<file path="src/hdl/mfr_pkg.sv">
// constants and types for the multi-bit flash read front end
package mfr_pkg;

   // ------------------------------------------------------------
   // instruction codes
   // ------------------------------------------------------------
   localparam logic [7:0] CMD_TWO_OUT = 8'h3B;
   localparam logic [7:0] CMD_TWO_OUT_WIDE = 8'h3C;
   localparam logic [7:0] CMD_FOUR_OUT = 8'h6B;
   localparam logic [7:0] CMD_FOUR_OUT_WIDE = 8'h6C;
   localparam logic [7:0] CMD_TWO_IO = 8'hBB;
   localparam logic [7:0] CMD_TWO_IO_WIDE = 8'hBC;

   // ------------------------------------------------------------
   // frame layout
   // ------------------------------------------------------------
   localparam logic [5:0] INSTR_BITS = 6'h08;
   localparam logic [5:0] ADDR_BITS_NARROW = 6'h18;
   localparam logic [5:0] ADDR_BITS_WIDE = 6'h20;
   localparam logic [5:0] MODE_CYCLES = 6'h04;
   localparam logic [3:0] MODE_KEEP_NIBBLE = 4'hA;
   localparam logic [3:0] CONT_EXIT_MAX_CLOCKS = 4'h8;

   // ------------------------------------------------------------
   // configuration register one fields and latency
   // ------------------------------------------------------------
   localparam int QUAD_ENABLE_BIT = 1;
   localparam int LAT_CODE_MSB = 7;
   localparam int LAT_CODE_LSB = 6;
   localparam logic [1:0] LAT_CODE_NO_DUMMY = 2'h3;
   localparam logic [5:0] OUT_DUMMY_CYCLES = 6'h08;
   localparam logic [5:0] IO_DUMMY_CODE0 = 6'h04;
   localparam logic [5:0] IO_DUMMY_CODE1 = 6'h05;
   localparam logic [5:0] IO_DUMMY_CODE2 = 6'h06;
   localparam logic [5:0] IO_DUMMY_CODE3 = 6'h00;

   // ------------------------------------------------------------
   // types
   // ------------------------------------------------------------
   typedef enum logic [1:0] {
      KIND_TWO_OUT = 2'h0,
      KIND_FOUR_OUT = 2'h1,
      KIND_TWO_IO = 2'h2
   } mfr_kind_e;

   typedef enum logic [5:0] {
      ST_IDLE = 6'h01,
      ST_CMD = 6'h02,
      ST_ADDR = 6'h04,
      ST_MODE = 6'h08,
      ST_DUMMY = 6'h10,
      ST_DATA = 6'h20
   } mfr_state_e;

endpackage

</file>
<file path="src/hdl/mfr_read_front.sv">
// serial flash multi-bit read command front end
`timescale 1ns/100ps

module mfr_read_front
   import mfr_pkg::*;
#(
   parameter int ARRAY_ADDR_W = 24
) (
   input wire logic core_clk, // system clock
   input wire logic rst, // asynchronous reset, high
   input wire logic serial_clk, // link clock from host
   input wire logic chip_sel_n, // chip select, low active
   input wire logic [3:0] io_in, // io line levels
   output logic [3:0] io_out, // io line drive values
   output logic [3:0] io_oe, // io line drive enables
   input wire logic extended_address_flag, // narrow commands go wide
   input wire logic [7:0] configuration_register_one, // quad, latency
   input wire logic enhanced_latency, // mode cycles present on two-bit io reads
   output logic [ARRAY_ADDR_W-1:0] mem_addr, // array read address
   input wire logic [7:0] mem_rdata, // array byte, one cycle late
   output logic continuous_read // instruction-less mode
);

   initial begin
      if (ARRAY_ADDR_W < 8 || ARRAY_ADDR_W > 32) begin
         $error("ARRAY_ADDR_W must lie in 8..32");
      end
   end

   // ------------------------------------------------------------
   // synchronisers and edge detection
   // ------------------------------------------------------------
   logic sck_s1, sck_s2, sck_s3;
   logic cs_s1, cs_s2, cs_s3;
   logic [3:0] io_s1, io_s2;

   always_ff @(posedge core_clk or posedge rst) begin
      if (rst) begin
         sck_s1 <= 1'b0;
         sck_s2 <= 1'b0;
         sck_s3 <= 1'b0;
         cs_s1 <= 1'b1;
         cs_s2 <= 1'b1;
         cs_s3 <= 1'b1;
         io_s1 <= 4'h0;
         io_s2 <= 4'h0;
      end else begin
         sck_s1 <= serial_clk;
         sck_s2 <= sck_s1;
         sck_s3 <= sck_s2;
         cs_s1 <= chip_sel_n;
         cs_s2 <= cs_s1;
         cs_s3 <= cs_s2;
         io_s1 <= io_in;
         io_s2 <= io_s1;
      end
   end

   logic sck_rise, sck_fall, cs_act, cs_fall, cs_rise;
   assign sck_rise = sck_s2 & ~sck_s3 & cs_act;
   assign sck_fall = ~sck_s2 & sck_s3 & cs_act;
   assign cs_act = ~cs_s2;
   assign cs_fall = ~cs_s2 & cs_s3;
   assign cs_rise = cs_s2 & ~cs_s3;

   // ------------------------------------------------------------
   // decoding helpers
   // ------------------------------------------------------------
   function automatic logic [5:0] addr_steps(input logic wide,
                                             input logic two_bit);
      logic [5:0] bits;
      bits = wide ? ADDR_BITS_WIDE : ADDR_BITS_NARROW;
      return two_bit ? {1'b0, bits[5:1]} : bits;
   endfunction

   function automatic logic [5:0] dummy_len(input mfr_kind_e k,
                                            input logic [1:0] code);
      logic [5:0] n;
      n = 6'h00;
      if (k == KIND_TWO_IO) begin
         unique case (code)
            2'h0: n = IO_DUMMY_CODE0;
            2'h1: n = IO_DUMMY_CODE1;
            2'h2: n = IO_DUMMY_CODE2;
            2'h3: n = IO_DUMMY_CODE3;
         endcase
      end else begin
         n = (code == LAT_CODE_NO_DUMMY) ? 6'h00 : OUT_DUMMY_CYCLES;
      end
      return n;
   endfunction

   mfr_state_e state;
   logic [5:0] cnt;
   logic [7:0] instr;
   mfr_kind_e kind;
   logic wide;
   logic cont_frame;
   logic [1:0] lat_code;
   logic quad_en;
   assign lat_code = configuration_register_one[LAT_CODE_MSB:LAT_CODE_LSB];
   assign quad_en = configuration_register_one[QUAD_ENABLE_BIT];

   logic [7:0] next_instr;
   logic dec_valid, dec_wide;
   mfr_kind_e dec_kind;

   always_comb begin
      next_instr = {instr[6:0], io_s2[0]};
      dec_valid = 1'b1;
      dec_kind = KIND_TWO_OUT;
      dec_wide = extended_address_flag;
      unique case (next_instr)
         CMD_TWO_OUT: dec_kind = KIND_TWO_OUT;
         CMD_TWO_OUT_WIDE: dec_wide = 1'b1;
         CMD_FOUR_OUT: begin
            dec_kind = KIND_FOUR_OUT;
            dec_valid = quad_en;
         end
         CMD_FOUR_OUT_WIDE: begin
            dec_kind = KIND_FOUR_OUT;
            dec_wide = 1'b1;
            dec_valid = quad_en;
         end
         CMD_TWO_IO: dec_kind = KIND_TWO_IO;
         CMD_TWO_IO_WIDE: begin
            dec_kind = KIND_TWO_IO;
            dec_wide = 1'b1;
         end
         default: dec_valid = 1'b0;
      endcase
   end

   // ------------------------------------------------------------
   // command sequencer
   // ------------------------------------------------------------
   logic launch;
   assign launch = sck_fall &
      ((state == ST_DUMMY && cnt == 6'h00) || state == ST_DATA);

   always_ff @(posedge core_clk or posedge rst) begin
      if (rst) begin
         state <= ST_IDLE;
         cnt <= 6'h00;
         instr <= 8'h00;
         kind <= KIND_TWO_OUT;
         wide <= 1'b0;
      end else if (!cs_act) begin
         state <= ST_IDLE;
         cnt <= 6'h00;
      end else if (cs_fall) begin
         if (continuous_read) begin
            state <= ST_ADDR;
            cnt <= addr_steps(wide, 1'b1);
         end else begin
            state <= ST_CMD;
            cnt <= INSTR_BITS;
         end
      end else begin
         unique case (state)
            ST_IDLE: ;
            ST_CMD: if (sck_rise) begin
               instr <= next_instr;
               cnt <= cnt - 6'h01;
               if (cnt == 6'h01) begin
                  if (dec_valid) begin
                     state <= ST_ADDR;
                     kind <= dec_kind;
                     wide <= dec_wide;
                     cnt <= addr_steps(dec_wide, dec_kind == KIND_TWO_IO);
                  end else begin
                     state <= ST_IDLE; // ignored until deselect
                  end
               end
            end
            ST_ADDR: if (sck_rise) begin
               cnt <= cnt - 6'h01;
               if (cnt == 6'h01) begin
                  if (kind == KIND_TWO_IO && enhanced_latency) begin
                     state <= ST_MODE;
                     cnt <= MODE_CYCLES;
                  end else begin
                     state <= ST_DUMMY;
                     cnt <= dummy_len(kind, lat_code);
                  end
               end
            end
            ST_MODE: if (sck_rise) begin
               cnt <= cnt - 6'h01;
               if (cnt == 6'h01) begin
                  state <= ST_DUMMY;
                  cnt <= dummy_len(kind, lat_code);
               end
            end
            ST_DUMMY: if (sck_fall) begin
               if (cnt == 6'h00) begin
                  state <= ST_DATA;
               end else begin
                  cnt <= cnt - 6'h01;
               end
            end
            ST_DATA: ;
         endcase
      end
   end

   // ------------------------------------------------------------
   // address capture and auto increment
   // ------------------------------------------------------------
   logic [31:0] addr_sr, next_addr_sr;
   logic [1:0] gidx;

   always_comb begin
      next_addr_sr = (kind == KIND_TWO_IO) ?
         {addr_sr[29:0], io_s2[1:0]} : {addr_sr[30:0], io_s2[0]};
   end

   always_ff @(posedge core_clk or posedge rst) begin
      if (rst) begin
         addr_sr <= 32'h0000_0000;
         mem_addr <= '0;
      end else if (cs_fall) begin
         addr_sr <= 32'h0000_0000;
      end else if (state == ST_ADDR && sck_rise) begin
         addr_sr <= next_addr_sr;
         if (cnt == 6'h01) begin
            mem_addr <= next_addr_sr[ARRAY_ADDR_W-1:0];
         end
      end else if (launch && gidx == 2'h0) begin
         mem_addr <= mem_addr + 1'b1;
      end
   end

   // ------------------------------------------------------------
   // data launch on falling serial clock
   // ------------------------------------------------------------
   logic [7:0] byte_sr, cur_byte;
   logic four;
   assign four = (kind == KIND_FOUR_OUT);
   assign cur_byte = (gidx == 2'h0) ? mem_rdata : byte_sr;

   always_ff @(posedge core_clk or posedge rst) begin
      if (rst) begin
         io_out <= 4'h0;
         io_oe <= 4'h0;
         byte_sr <= 8'h00;
         gidx <= 2'h0;
      end else if (!cs_act) begin
         io_oe <= 4'h0;
         gidx <= 2'h0;
      end else if (launch) begin
         if (four) begin
            io_out <= cur_byte[7:4];
            io_oe <= 4'hF;
            byte_sr <= {cur_byte[3:0], 4'h0};
            gidx <= (gidx == 2'h1) ? 2'h0 : 2'h1;
         end else begin
            io_out <= {2'b00, cur_byte[7:6]};
            io_oe <= 4'h3;
            byte_sr <= {cur_byte[5:0], 2'b00};
            gidx <= gidx + 2'h1;
         end
      end
   end

   // ------------------------------------------------------------
   // mode byte and continuous read
   // ------------------------------------------------------------
   logic [7:0] mode_sr;
   logic mode_done;
   logic [3:0] frame_clks;
   logic short_exit;
   assign short_exit = cont_frame && frame_clks <= CONT_EXIT_MAX_CLOCKS;

   always_ff @(posedge core_clk or posedge rst) begin
      if (rst) begin
         mode_sr <= 8'h00;
         mode_done <= 1'b0;
         frame_clks <= 4'h0;
         cont_frame <= 1'b0;
         continuous_read <= 1'b0;
      end else if (cs_fall) begin
         mode_done <= 1'b0;
         frame_clks <= 4'h0;
         cont_frame <= continuous_read;
      end else if (cs_rise) begin
         if (short_exit) begin
            continuous_read <= 1'b0;
         end else if (mode_done) begin
            continuous_read <= (mode_sr[7:4] == MODE_KEEP_NIBBLE);
         end
      end else if (sck_rise) begin
         if (frame_clks != 4'hF) begin
            frame_clks <= frame_clks + 4'h1;
         end
         if (state == ST_MODE) begin
            mode_sr <= {mode_sr[5:0], io_s2[1:0]};
            mode_done <= (cnt == 6'h01);
         end
      end
   end

   logic [5:0] dummy_load, dummy_falls;
   always_ff @(posedge core_clk or posedge rst) begin
      if (rst) begin
         dummy_load <= 6'h00;
         dummy_falls <= 6'h00;
      end else begin
         if (state != ST_DUMMY) begin
            dummy_load <= dummy_len(kind, lat_code);
            dummy_falls <= 6'h00;
         end else if (sck_fall) begin
            dummy_falls <= dummy_falls + 6'h01;
         end
      end
   end
endmodule // mfr_read_front

</file>
<file path="config.mk">
export PLATFORM = sky130hd
export DESIGN_NAME = mfr_read_front
export DESIGN_NICKNAME = d
export VERILOG_FILES = /design/src/hdl/mfr_pkg.sv /design/src/hdl/mfr_read_front.sv
export SDC_FILE = /design/constraint.sdc
export NUM_CORES = 1
export LEC_CHECK = 0
export ABC_AREA = 1
export BUFFER_PORTS_ARGS = -buffer_cell sky130_fd_sc_hd__buf_2
export CAP_MARGIN = 20
export CORE_UTILIZATION = 25
export CTS_CLUSTER_DIAMETER = 80
export DETAILED_ROUTE_END_ITERATION = 6
export SLEW_MARGIN = 40
export SYNTH_ARGS = -nofsm -noshare
export SYNTH_HDL_FRONTEND = slang
export SYNTH_SLANG_ARGS = --single-unit
</file>
<file path="constraint.sdc">
create_clock -name core_clk -period 9.1 [get_ports core_clk]
set_input_delay 0.455 -clock core_clk [delete_from_list [all_inputs] [get_ports core_clk]]
set_output_delay 0.455 -clock core_clk [all_outputs]
set_load 0.005 [all_outputs]
</file>
Yosys cells after proc, flatten, opt, wreduce, memory -nomap -nowiden
Cells that the tools add are included.
W data, S select, Z words.
{"block": "word_totals", "register_bits": 112, "inputBits": 26, "output_inout_bits": 33, "elab_cells": 168}
{"block": "classes", "add_sub_neg": 4, "order_cmp": 1, "n_eq_ne": 32, "mux": 63, "bitwise": 13, "reduce_logical": 31}
{"cell": "$mux W6", "n": 26}
{"cell": "$mux W24", "n": 4}
{"cell": "$pmux W6 S4", "n": 3}
{"cell": "$mux W23", "n": 2}
{"cell": "$mux W4", "n": 9}
{"cell": "$ne A4 B4 Y1 const B", "n": 8}
{"cell": "$add A24 B1 Y24 const B", "n": 1}
{"cell": "$eq A8 B6 Y1 const B", "n": 2}
{"cell": "$eq A8 B7 Y1 const B", "n": 2}
{"cell": "$eq A8 B8 Y1 const B", "n": 2}
{"cell": "$mux W8", "n": 2}
{"cell": "$reduce_bool A2 Y1", "n": 7}
{"cell": "$reduce_and A3 Y1", "n": 4}
{"cell": "$reduce_and A6 Y1", "n": 2}
{"cell": "$mux W5", "n": 2}
{"cell": "$reduce_and A9 Y1", "n": 1}
{"cell": "$eq A2 B2 Y1 const B", "n": 4}
{"cell": "$mux W1", "n": 8}
{"cell": "$ne A4 B3 Y1 const B", "n": 2}
{"cell": "$reduce_and A4 Y1", "n": 2}
{"cell": "$and A1 B1 Y1", "n": 7}
{"cell": "$eq A2 B1 Y1 const B", "n": 3}
{"cell": "$eq A6 B1 Y1 const B", "n": 1}
{"cell": "$eq A6 B2 Y1 const B", "n": 1}
{"cell": "other kinds (25)", "n": 39}

Logic depth before layout (Yosys ltp)
Gate-level depths: netlist (run 1).
{"block": "depth", "depth_word": 11, "depth_mapped": 13, "depth_no_buf": 13}

Least setup slack after synthesis (run 1)
Ideal clock, no wire load.
{"block": "synth_path", "path_type": "register to register", "startpoint": "reg cs_s2", "endpoint": "reg cnt[1]", "setup_ns": 0.128, "t_arrival_ns": 1.794, "required_ns": 8.972, "setup_slack_ns": 7.177, "stages_incl_launch_ff": 11, "n_path_buf": 0, "cell_sequence": "dfstp_2 inv_1 ha_1 nor2_1 nand2_1 nor2_1 nor2_2 nand3_1 inv_1 nand3_1 o21ai_0"}
{"block": "synth_via", "elab_chain_len": 4}
{"element": "from (decl)", "line_no": "mfr_read_front.sv:34", "rtl": "logic cs_s1, cs_s2, cs_s3;"}
{"element": "from (signal assigned)", "line_no": "mfr_read_front.sv:52", "rtl": "cs_s2 <= cs_s1;"}
{"element": "$not A1 Y1 (no source line) *"}
{"element": "via cs_act", "line_no": "mfr_read_front.sv:59", "rtl": "logic sck_rise, sck_fall, cs_act, cs_fall, cs_rise;"}
{"element": "$and A1 B1 Y1 *", "line_no": "mfr_read_front.sv:63", "rtl": "assign cs_fall = ~cs_s2 & cs_s3;"}
{"element": "via cs_fall", "line_no": "mfr_read_front.sv:59"}
{"element": "$ne A4 B4 Y1 (no source line), or another cell as far along"}
{"element": "$reduce_and A6 Y1 (no source line) / $mux W6 (equally long branches)"}
{"element": "to (signal assigned)", "line_no": "mfr_read_front.sv:154", "rtl": "cnt <= addr_steps(wide, 1'b1);"}
{"element": "to (signal assigned)", "line_no": "mfr_read_front.sv:164", "rtl": "cnt <= cnt - 6'h01;"}
{"element": "to (signal assigned)", "line_no": "mfr_read_front.sv:170", "rtl": "cnt <= addr_steps(dec_wide, dec_kind == KIND_TWO_IO);"}
{"element": "to (decl)", "line_no": "mfr_read_front.sv:94", "rtl": "logic [5:0] cnt;"}
Mark *: on every way through the listed nets, which the timed path passes. The rest lies on a longest branch.
A chain may end at the register's enable or synchronous reset.

Worst setup path after layout (run 1)
{"block": "layout_path", "startpoint": "reg cs_s2", "endpoint": "reg mem_addr[21]"}
{"block": "layout_via", "elab_chain_len": 6}
{"element": "$not A1 Y1 (no source line) *"}
{"element": "via cs_act", "line_no": "mfr_read_front.sv:59"}
{"element": "$and A1 B1 Y1", "line_no": "mfr_read_front.sv:61", "rtl": "assign sck_fall = ~sck_s2 & sck_s3 & cs_act;"}
{"element": "$and A1 B1 Y1", "line_no": "mfr_read_front.sv:138", "rtl": "assign launch = sck_fall &"}
{"element": "$logic_and A1 B1 Y1", "line_no": "mfr_read_front.sv:229", "rtl": "end else if (launch && gidx == 2'h0) begin"}
{"element": "$reduce_bool A2 Y1 (no source line)"}
{"element": "$reduce_and A3 Y1 (no source line)"}
{"element": "to (signal assigned)", "line_no": "mfr_read_front.sv:227", "rtl": "mem_addr <= next_addr_sr[ARRAY_ADDR_W-1:0];"}
{"element": "to (signal assigned)", "line_no": "mfr_read_front.sv:230", "rtl": "mem_addr <= mem_addr + 1'b1;"}
{"element": "to (decl)", "line_no": "mfr_read_front.sv:19", "rtl": "output logic [ARRAY_ADDR_W-1:0] mem_addr,"}
Marks and branches as above.

==> summary.md, run 1 <==
| Metric | Value |
|---|---|
| Setup violators final | `0` |
| Final nets | `just over 900` |
| Slowest CP cell | `clkinv_2` |
| Setup Skew | `roughly 11 ps` |
| H-tree depth | `3` |
| TritonCTS buffer count | `9` |
| FF/Latch Area | `around 0.0027 mm^2` |
| R2r worst-path depth | `10` |
| CTS sink count | `108` |
| Status | `complete, no violations` |
| Period utilization | `a little over a third` |
| Placed Instances | `1202` |
| Setup TNS | `0 ps` |
| Vias/cell | `4.49` |
| PortBufs | `51` |
| Startpoint types | `flop` |
| Met3 Usage GRT | `under 10%` |
| Die width | `159 um` |
| Reg2Reg Launch Point | `cs_s2$_DFF_PP1_` |
| Drt initial violations | `~440` |
| 1st-pass router iterations | `5` |
| Total gr overflow | `0` |
| Layout cells sized above 1 | `11.9%` |
| Crit. Startpoint | `cs_s2$_DFF_PP1_` |
| Vias in the first global route | `5073` |
| CP Class | `flop to flop` |
| Crit path DAT | `roughly 3500 ps` |
| Final Critical Period | `~3200 ps` |
| HPWL Detailed | `roughly 11000 um` |
| Maxcap violations | `0` |
| Critical Path RT | `about 9400 ps` |
| Initial antenna violation count | `0` |
| CP Capture Type | `flop` |
| Multi-input logic area | `about 0.003 mm^2` |
| Slew HR | `a little over half` |
| CTS resizes | `0` |
| Non-Filler Instances | `between 1000 and 1500` |
| Post-CTS Repair Setup Buffers | `0` |
| GR Util All Layers | `between 10% and 20%` |
| Cell breakdown of the critical path | `inv_1 > nand3_1 > nor2_4 > clkinv_2 > o21ai_2 > nand3_2 > buf_4 > clkinv_2 > nand2_1 > nand2_1` |
| Area delta synth->final | `14.0%` |
| Pwr Density | `about 150 mW/mm^2` |
| GR peak layer | `met2` |
| First-pass GRT wire length | `approximately 25000 um` |
| Worst r2r dst | `mem_addr[21]$_DFFE_PP0P_` |
| Synth Register Bits | `108` |
| Clock Latency Late Sink | `360 ps` |
| F_max | `between 0.3 and 0.4 GHz` |
| Peak VDD IR | `0.0974 mV` |
| Crit path max-delay family | `buffers and inverters` |
| Syn nets | `roughly 890` |
| Synthesis Warnings | `0` |
| Core Area | `between 0.02 and 0.025 mm^2` |
| Crit path capture | `mem_addr[21]$_DFFE_PP0P_` |
| Worst-path clk slew | `70 ps` |
| TritonCTS clock tree | `yes` |
| CTS Buffer Depth | `2` |
| Root Driver | `clkbuf_16` |
| Netlist cell types | `35` |
| Worst-Margin Slew | `689 ps` |
| Residual DRC | `0` |
| Mapped Cells | `around 850` |
| Synthesized area | `0.00619 mm^2` |
| Crit path buf inv count | `4` |
| Grt met2 use | `19.0%` |
| Met1 Usage GRT | `about 17%` |
| Via count | `roughly 5500` |
| Hold Vio Cnt, Final | `0` |
| Maximum number of pins on one net before global-route repair | `between 70 and 80` |
| Die H | `~160 um` |
| Worst path depth | `10` |
| Sequential fraction of the synthesis area | `between 40 and 50%` |
| Hold crit path type | `primary input to asynchronous set/reset pin` |
| RSZ-0062 raised after global routing | `no` |
| Die ar. | `around 0.025 mm^2` |
| Max Slew Vio Count | `0` |
| Fin Hold WS | `roughly 130 ps` |
| Fill count | `~2600` |
| Wire per inst | `12.2 um` |
| IO Count | `a little under 60` |
| CTS Hold Bufs | `0` |
| Leakage | `roughly 3.6 nW` |
| Rows | `57` |
| Final ANT Viol Nets | `0` |
| Initial Util | `about 25%` |
| N_diodes | `0` |
| Max stage delay on crit path | `between 700 and 800 ps` |
| RePlAce Congestion | `0.794` |
| Drt total wl | `between 10000 and 15000 um` |
| R2R Setup Slk | `approximately 6000 ps` |
| Post-Synthesis Mean Instance Area | `between 7 and 8 um^2` |
| Critical path peak fanout | `48` |
kinds of logic after synthesis:
group | Yosys count | synth area share (%)
compound gates | 134 | 11.7
xor+xnor | 9 | 1.27
fa+ha+maj | 13 | 2.63
buf+inv | 129 | 8.41
flops | 108 | 43.8
mux | 10 | 1.70
simple gates | 449 | 30.5
cell usage after synthesis, drive strengths merged:
cell / count / share of area [%]
nor3: 9 / 0.73
nor2b: 1 / 0.10
buf: 19 / 1.7
mux2: 4 / 0.73
dfstp: 4 / 1.7
inv: 100 / 6.1
ha: 13 / 2.6
a21oi: 37 / 3.0
o21ai: 77 / 6.3
o211ai: 12 / 1.5
clkbuf: 9 / 0.55
o31ai: 3 / 0.36
o21bai: 3 / 0.36
dfrtp: 104 / 42
xor2: 8 / 1.1
nor3b: 1 / 0.12
mux2i: 6 / 0.97
nand2: 287 / 17
xnor2: 1 / 0.14
nand4: 14 / 1.4
clkinv: 1 / 0.081
nand3b: 2 / 0.24
or2: 8 / 0.81
nor2: 64 / 4.4
a31oi: 2 / 0.20
nand3: 63 / 5.3
sequential cells by signal, indices dropped and copies added (netlist names), 6 cells and up:
signal / count
addr_sr: 23
byte_sr: 6
cnt: 6
instr: 7
mem_addr: 24
mode_sr: 8
state: 6
cells in the final DEF (no fill, tap or decap), types with 3 or more instances in the layout:
master and count:
o21ai_0 60, or2_2 8, buf_2 51, mux2i_1 6, xor2_1 8, inv_1 95
o21ai_1 16, dfrtp_1 104, a21oi_1 37, clkinv_2 4, nand3_1 60, nand4_1 14
dfstp_2 4, nor3_1 9, nand3_2 3, o31ai_1 3, nor2_2 7, ha_1 13
nand2_1 286, clkbuf_16 9, o21bai_1 3, o211ai_1 12, inv_2 3, nor2_1 55
mux2_2 4
worst register-to-register path: stages, from the launching register on:
cell,delay [ps]
dfstp_2,420
inv_1,190
nand3_1,250
nor2_4,580
clkinv_2,750
o21ai_2,230
nand3_2,80
buf_4,260
clkinv_2,280
nand2_1,90
nand2_1,60
stage by stage:
step           worst slack (ps)  instance area [um^2]  total power, mW  utilization (%)
2_1_floorplan              5810                  6190            0.607                -
3_3_place_gp               6010                  6730            0.638             27.7
3_5_place_dp               5990                  6740            0.640             27.7
4_1_cts                    5960                  7050             1.06             29.0
5_1_grt                    5510                  7050             1.10             29.0
6_report                   5850                  7050             1.04             29.0
report_power, final:
group	total (mW)	switching [mW]	internal [mW]
Clock	0.413	0.183	0.230
Sequential	0.511	0.0145	0.496
Combinational	0.119	0.0788	0.0405
Total	1.04	0.276	0.767
worst min path at each step:
stage / endpoint / cells after the start
finish: instr[2]$_DFFE_PP0P_ / 2
global route: mem_addr[0]$_DFFE_PP0P_ / 2
CTS: mem_addr[0]$_DFFE_PP0P_ / 2
detailed placement: io_s2[0]$_DFF_PP0_ / 0
global placement: io_s2[0]$_DFF_PP0_ / 0
floorplan: io_s2[0]$_DFF_PP0_ / 0
cell type report:
type,count,share of cell area [%]
Clock buffer,11,3.58
Clock inverter,5,0.816
Inverter,101,5.45
Multi-Input combinational cell,615,42.0
Sequential cell,108,38.4
Tap cell,324,5.75
Timing Repair Buffer,54,3.99
per-layer routing:
metal / part of all wire, % / vias up
li1: - / 2797
met1: 50 / 2568
met2: 45 / 94
met3: 4.5 / 10
met4: 0.87 / 0
met5: 0 / -
Power figures use the tool's default switching activity.
==> inputs of run 2 (changes only) <==
==> constraint.sdc (replaced) <==
create_clock -name core_clk -period 2.8 [get_ports core_clk]
set_input_delay 0.14 -clock core_clk [delete_from_list [all_inputs] [get_ports core_clk]]
set_output_delay 0.14 -clock core_clk [all_outputs]
set_load 0.005 [all_outputs]
==> summary.md, run 2 (synthesis gave the netlist of run 1 again) <==
| Metric | Value |
|---|---|
| Final nets | `around 940` |
| Maxcap violations | `0` |
| TritonCTS buffer count | `9` |
| CP Capture Type | `flop` |
| CTS sink count | `between 100 and 150` |
| First-pass GRT wire length | `approximately 25000 um` |
| Worst-Margin Slew | `about 640 ps` |
| Residual DRC | `0` |
| Total gr overflow | `0` |
| Worst-path clk slew | `80 ps` |
| Startpoint types | `flop` |
| Leakage | `3.66 nW` |
| Period utilization | `between 70% and 80%` |
| Area delta synth->final | `15.9%` |
| Setup WS pre-CTS | `approximately 550 ps` |
| Max stage delay on crit path | `roughly 620 ps` |
| CTS Buffer Depth | `2` |
| Die H | `between 150 and 200 um` |
| Cell Area, Placed | `~0.0068 mm^2` |
| HPWL Detailed | `10600 um` |
| GR Util All Layers | `12.1%` |
| GR peak layer | `met2` |
| Die width | `159 um` |
| RSZ-0062 raised after global routing | `no` |
| Grt met2 use | `19.3%` |
| Met1 Usage GRT | `16.7%` |
| Rows | `57` |
| Slew HR | `57.3%` |
| CTS resizes | `0` |
| Layout cells sized above 1 | `between 10% and 20%` |
| Slack of the critical path | `563 ps` |
| Max Slew Vio Count | `0` |
| Vias/cell | `4.47` |
| Final ANT Viol Nets | `0` |
| Multi-input logic area | `between 0.002 and 0.003 mm^2` |
| IO Count | `between 50 and 60` |
| FF/Latch Area | `about 0.0027 mm^2` |
| Design Area, Final | `around 0.0072 mm^2` |
| Drt initial violations | `about 430` |
| Crit path DAT | `between 2000 and 2500 ps` |
| Most frequent cells in the layout | `nand2_1, dfrtp_1, inv_1` |
| Maximum number of pins on one net before global-route repair | `90` |
| Most common cell after layout, fill and taps aside | `nand2_1` |
| Hold path cells | `3` |
| TritonCTS clock tree | `yes` |
| N_diodes | `0` |
| Setup Skew | `between 10 and 15 ps` |
| Die ar. | `about 0.025 mm^2` |
| Peak VDD IR | `0.316 mV` |
| Max FFs per register | `24` |
| 1st-pass router iterations | `6` |
| PortBufs | `just over 50` |
| Fill count | `2639` |
| F_max | `0.447 GHz` |
| Core Area | `around 0.024 mm^2` |
| Clock Latency Late Sink | `around 360 ps` |
| Biggest regs | `mem_addr (24), addr_sr (23), mode_sr (8)` |
| Status | `complete, no violations` |
| Critical Path RT | `approximately 3000 ps` |
| Crit path top cell by count | `inv_1` |
| Initial Util | `25.4%` |
| Pwr Density | `468 mW/mm^2` |
| Drt total wl | `between 10000 and 15000 um` |
| Hold Vio Cnt, Final | `0` |
| Wire per inst | `approximately 12 um` |
| Hold crit path type | `primary input to flop` |
| Via count | `5503` |
| Setup TNS | `0 ps` |
| Root Driver | `clkbuf_16` |
| Initial antenna violation count | `0` |
| CP Class | `flop to flop` |
| Met3 Usage GRT | `3.00%` |
| Slowest CP cell | `dfstp_2` |
| Fin Hold WS | `54.2 ps` |
| RePlAce Congestion | `around 0.85` |
| Vias in the first global route | `5193` |
| Cell breakdown of the critical path | `inv_1 > ha_1 > inv_1 > nand3_2 > buf_4 > nand2_1 > o21ai_1` |
| Final Critical Period | `roughly 2200 ps` |
| H-tree depth | `3` |
| R2r worst-path depth | `7` |
| Critical path peak fanout | `30` |
| Setup violators final | `0` |
| Largest Register | `mem_addr` |
[run 2: routing by layer]
| layer | part of all wire [%] | wire length (um) |
|---|---|---|
| met1 | 50 | 7330 |
| met2 | 45 | 6570 |
| met3 | 4.1 | 604 |
| met4 | 0.78 | 114 |
| met5 | 0 | 0 |
[run 2: where the power goes]
| group | leakage, nW | internal, mW | switching (mW) |
|---|---|---|---|
| Clock | 0.146 | 0.699 | 0.596 |
| Combinational | 2.10 | 0.141 | 0.255 |
| Sequential | 1.41 | 1.61 | 0.0460 |
| Total | 3.66 | 2.45 | 0.898 |
[run 2: metrics by stage]
step	total power [mW]	utilization [%]	std cells
after global routing	3.55	29.5	1231
after CTS	3.41	29.5	1231
after detailed placement	2.08	28.0	1210
after floorplan	1.97	-	852
final	3.35	29.5	1231
after global placement	2.08	28.0	1210
[run 2: worst paths after layout]
path / startpoint / to / slack (ps)
setup / recovery: cs_s2$_DFF_PP1_ / mem_addr[15]$_DFFE_PP0P_ / 560
hold / removal: mem_rdata[1] / byte_sr[3]$_DFFE_PP0P_ / 50
setup reg to reg: cs_s2$_DFF_PP1_ / mem_addr[15]$_DFFE_PP0P_ / 560
hold reg to reg: io_s1[1]$_DFF_PP0_ / io_s2[1]$_DFF_PP0_ / 350
max in group asynchronous: rst / cs_s2$_DFF_PP1_ / 1610
min in group asynchronous: rst / io_s2[0]$_DFF_PP0_ / 360
[run 2: cell type report]
type | count | area share (%)
clock inverter | 7 | 1.03
tap | 324 | 5.66
timing repair buffer | 67 | 5.76
multi-input combinational | 615 | 41.3
inverter | 101 | 5.36
sequential | 108 | 37.8
clock buffer | 9 | 3.14
[run 2: critical path, delay by kind of cell, from the launching register on]
family	cells	cell delay, ps
AO/OA/AOI/OAI	1	60
adder cells (fa/ha/maj)	1	330
buffers and inverters	3	820
flip-flops	1	620
AND/OR/NAND/NOR	2	270
[run 2: repair_timing]
action | 4_1_cts | 5_1_grt
setup buffers | 0 | 0
hold buffers | 5 | 0
endpoints found under the hold margin | 23 | 0
==> inputs of run 3 (changes only) <==
--- a/config.mk
+++ b/config.mk
@@ -5,7 +5,7 @@
 export SDC_FILE = /design/constraint.sdc
 export NUM_CORES = 1
 export LEC_CHECK = 0
-export ABC_AREA = 1
+export ABC_AREA = 0
 export BUFFER_PORTS_ARGS = -buffer_cell sky130_fd_sc_hd__buf_2
 export CAP_MARGIN = 20
 export CORE_UTILIZATION = 25
==> constraint.sdc (replaced) <==
create_clock -name core_clk -period 2.3 [get_ports core_clk]
set_input_delay 0.115 -clock core_clk [delete_from_list [all_inputs] [get_ports core_clk]]
set_output_delay 0.115 -clock core_clk [all_outputs]
set_load 0.005 [all_outputs]
==> summary.md, run 3 <==
| Metric | Value |
|---|---|
| Final Critical Period | `roughly 2500 ps` |
| Die width | `roughly 160 um` |
| Vias in the first global route | `4936` |
| Via count | `roughly 5200` |
| TritonCTS clock tree | `yes` |
| Crit path DAT | `2780 ps` |
| Slowest CP cell | `or4_4` |
| Top cell type's share of synthesized area | `between 40% and 50%` |
| Die H | `156 um` |
| Max stage delay on crit path | `between 500 and 600 ps` |
| R2R Setup Slk | `-240 ps` |
| Synth Register Bits | `108` |
| Synthesis Warnings | `0` |
| Crit path buf inv count | `3` |
| Peak VDD IR | `0.369 mV` |
| N_diodes | `0` |
| Setup violators final | `between 40 and 50` |
| H-tree depth | `3` |
| Leakage | `3.39 nW` |
| PortBufs | `51` |
| Critical path peak fanout | `5` |
| Root Driver | `clkbuf_16` |
| Most frequent cells in the layout | `dfrtp_1, nand2_1, buf_4` |
| Largest Register | `mem_addr` |
| Fill count | `2365` |
| Syn nets | `between 600 and 700` |
| Ys async rst share | `between 90% and 100%` |
| Period utilization | `110%` |
| First-pass GRT wire length | `24900 um` |
| Biggest regs | `mem_addr (24), addr_sr (23), mode_sr (8)` |
| Post-Synthesis Mean Instance Area | `about 9.0 um^2` |
| Clock Latency Late Sink | `between 300 and 400 ps` |
| Count leader, synth | `nand2_1` |
| Post-synth EDFFs | `0` |
| Placed Instances | `between 1000 and 1500` |
| Failing checks | `negative setup slack` |
| Critical Path RT | `approximately 2600 ps` |
| RSZ-0062 raised after global routing | `yes` |
| Max Slew Vio Count | `0` |
| Slew HR | `approximately three fifths` |
| Maximum number of pins on one net before global-route repair | `58` |
| Netlist cell types | `60` |
| Slack of the critical path | `-236 ps` |
| Worst-path clk slew | `approximately 70 ps` |
| Final ANT Viol Nets | `0` |
| Initial antenna violation count | `0` |
| Status | `complete, but fails checks` |
| Wire per inst | `between 10 and 15 um` |
| Final nets | `about 800` |
| Core Area | `approximately 0.023 mm^2` |
| Max FFs per register | `24` |
| Initial Util | `25.9%` |
| Startpoint types | `flop` |
| Cell Area, Placed | `0.00704 mm^2` |
| CTS Buffer Depth | `2` |
| Vias/cell | `4.78` |
| 1st-pass router iterations | `5` |
| Worst-Margin Slew | `just under 600 ps` |
| CP Capture Type | `flop` |
| Rows | `55` |
| Cell breakdown of the critical path | `or4_4 > or4_4 > buf_4 > buf_6 > o211ai_1 > buf_4 > nor3_4 > a22o_1` |
| Non-Filler Instances | `around 1100` |
| Drt total wl | `14900 um` |
| F_max | `a little under 0.4 GHz` |
| Crit path max-delay family | `simple AND/OR/NAND/NOR gates` |
| Die ar. | `0.0243 mm^2` |
| Synthesized area | `roughly 0.006 mm^2` |
| RePlAce Congestion | `approximately 0.82` |
| Main synth FF type | `dfrtp_1` |
| Area contributors post-synth | `dfrtp_1, nand2_1, o21ai_0` |
| Drt initial violations | `roughly 300` |
| Residual DRC | `0` |
| Design Area, Final | `0.00760 mm^2` |
| TritonCTS buffer count | `9` |
| Hold Vio Cnt, Final | `0` |
| Setup Skew | `between 10 and 15 ps` |
| GR Util All Layers | `roughly an eighth` |
| Maxcap violations | `0` |
| CP Class | `flop to flop` |
| Pwr Density | `just over 500 mW/mm^2` |
| Final Util | `33.1%` |
| Hold crit path type | `primary input to flop` |
| Total gr overflow | `0` |
| Most common cell after layout, fill and taps aside | `dfrtp_1` |
| Layout cells sized above 1 | `between 20% and 30%` |
| Cell accounting for the most synthesized area | `dfrtp_1` |
| Sequential fraction of the synthesis area | `a little under half` |
| HPWL Detailed | `10500 um` |
| Area delta synth->final | `28.1%` |
| IO Count | `59` |
| CTS sink count | `between 100 and 150` |
| Top cells by count, synth | `nand2_1, dfrtp_1, nor2_1` |
| Mapped Cells | `approximately 660` |
==> run 3: cell types whose count changed after synthesis, moves of 11 or more <==
cell	change
nand2_1	-180
inv_1	-71
nand3_1	-27
clkbuf_1	+19
mux2_2	+16
o21ai_1	-16
and3_1	+12
buf_2	-11
==> run 3: cell families after synthesis <==
kind of cell	count (synthesis)	synth area share [%]
AOI/OAI and AO/OA	158	17.1
xor gates and xnor gates	8	1.18
adders and majority gates	13	2.74
buffers and inverters	63	4.54
DFF	108	45.7
muxes	33	6.84
and+or+nand+nor	276	22.0
==> run 3: cell type report <==
class,instances,area (um^2),share of cell area (%)
Timing Repair Buffer,130,976,12.8
Inverter,25,97.6,1.28
Clock buffer,10,239,3.15
Sequential cell,108,2710,35.6
Clock inverter,5,42.5,0.560
Tap cell,313,392,5.16
Multi-Input combinational cell,488,3140,41.4
==> run 3: repair_timing <==
item / 4_1_cts / 5_1_grt
gates cloned: 1 / 2
endpoints found under the hold margin: 16 / 0
hold buffers: 5 / 0
resized for setup: 13 / 26
setup buffers: 1 / 3
pin swaps: 0 / 9
endpoints found under the setup margin: 42 / 54
==> run 3: worst paths after layout <==
| path | end | cells after the start | start |
|---|---|---|---|
| setup / recovery | cnt[5]$_DFFE_PP0P_ | 8 | cnt[3]$_DFFE_PP0P_ |
| setup reg to reg | cnt[5]$_DFFE_PP0P_ | 8 | cnt[3]$_DFFE_PP0P_ |
| hold reg to reg | io_s2[1]$_DFF_PP0_ | 0 | io_s1[1]$_DFF_PP0_ |
| hold / removal | byte_sr[2]$_DFFE_PP0P_ | 3 | mem_rdata[0] |
| max in group asynchronous | cs_s2$_DFF_PP1_ | 4 | rst |
| min in group asynchronous | frame_clks[1]$_DFFE_PP0P_ | 3 | rst |
==> run 3: worst min-delay path, delay by kind of cell <==
family	cells	cell delay [ps]
buffers and inverters	1	110
AND/OR/NAND/NOR	1	70
AO/OA/AOI/OAI	1	60
==> run 3: layer usage <==
metal / GRT usage (%) / part of all wire, %
met5: 0 / 0
met4: 4.48 / 1.8
met3: 2.86 / 4.5
met2: 20.4 / 47
met1: 17.1 / 47
==> run 3: report_power, final <==
part	leakage [nW]	switching [mW]	total [mW]	internal (mW)
sequential	1.42	0.0218	1.96	1.93
clock	0.141	0.746	1.52	0.775
combinational	1.83	0.225	0.424	0.198
==> run 3: per-stage QoR <==
| step | hold slack (ps) | TNS [ps] | setup WS, ps | power, mW |
|---|---|---|---|---|
| 2_1_floorplan | 119 | -4380 | -165 | 2.22 |
| 3_3_place_gp | 140 | -3870 | -209 | 2.39 |
| 3_5_place_dp | 139 | -4920 | -224 | 2.39 |
| 4_1_cts | 21.9 | -4560 | -218 | 3.94 |
| 5_1_grt | 33.1 | -9860 | -304 | 4.08 |
| 6_report | 33.5 | -6450 | -236 | 3.90 |
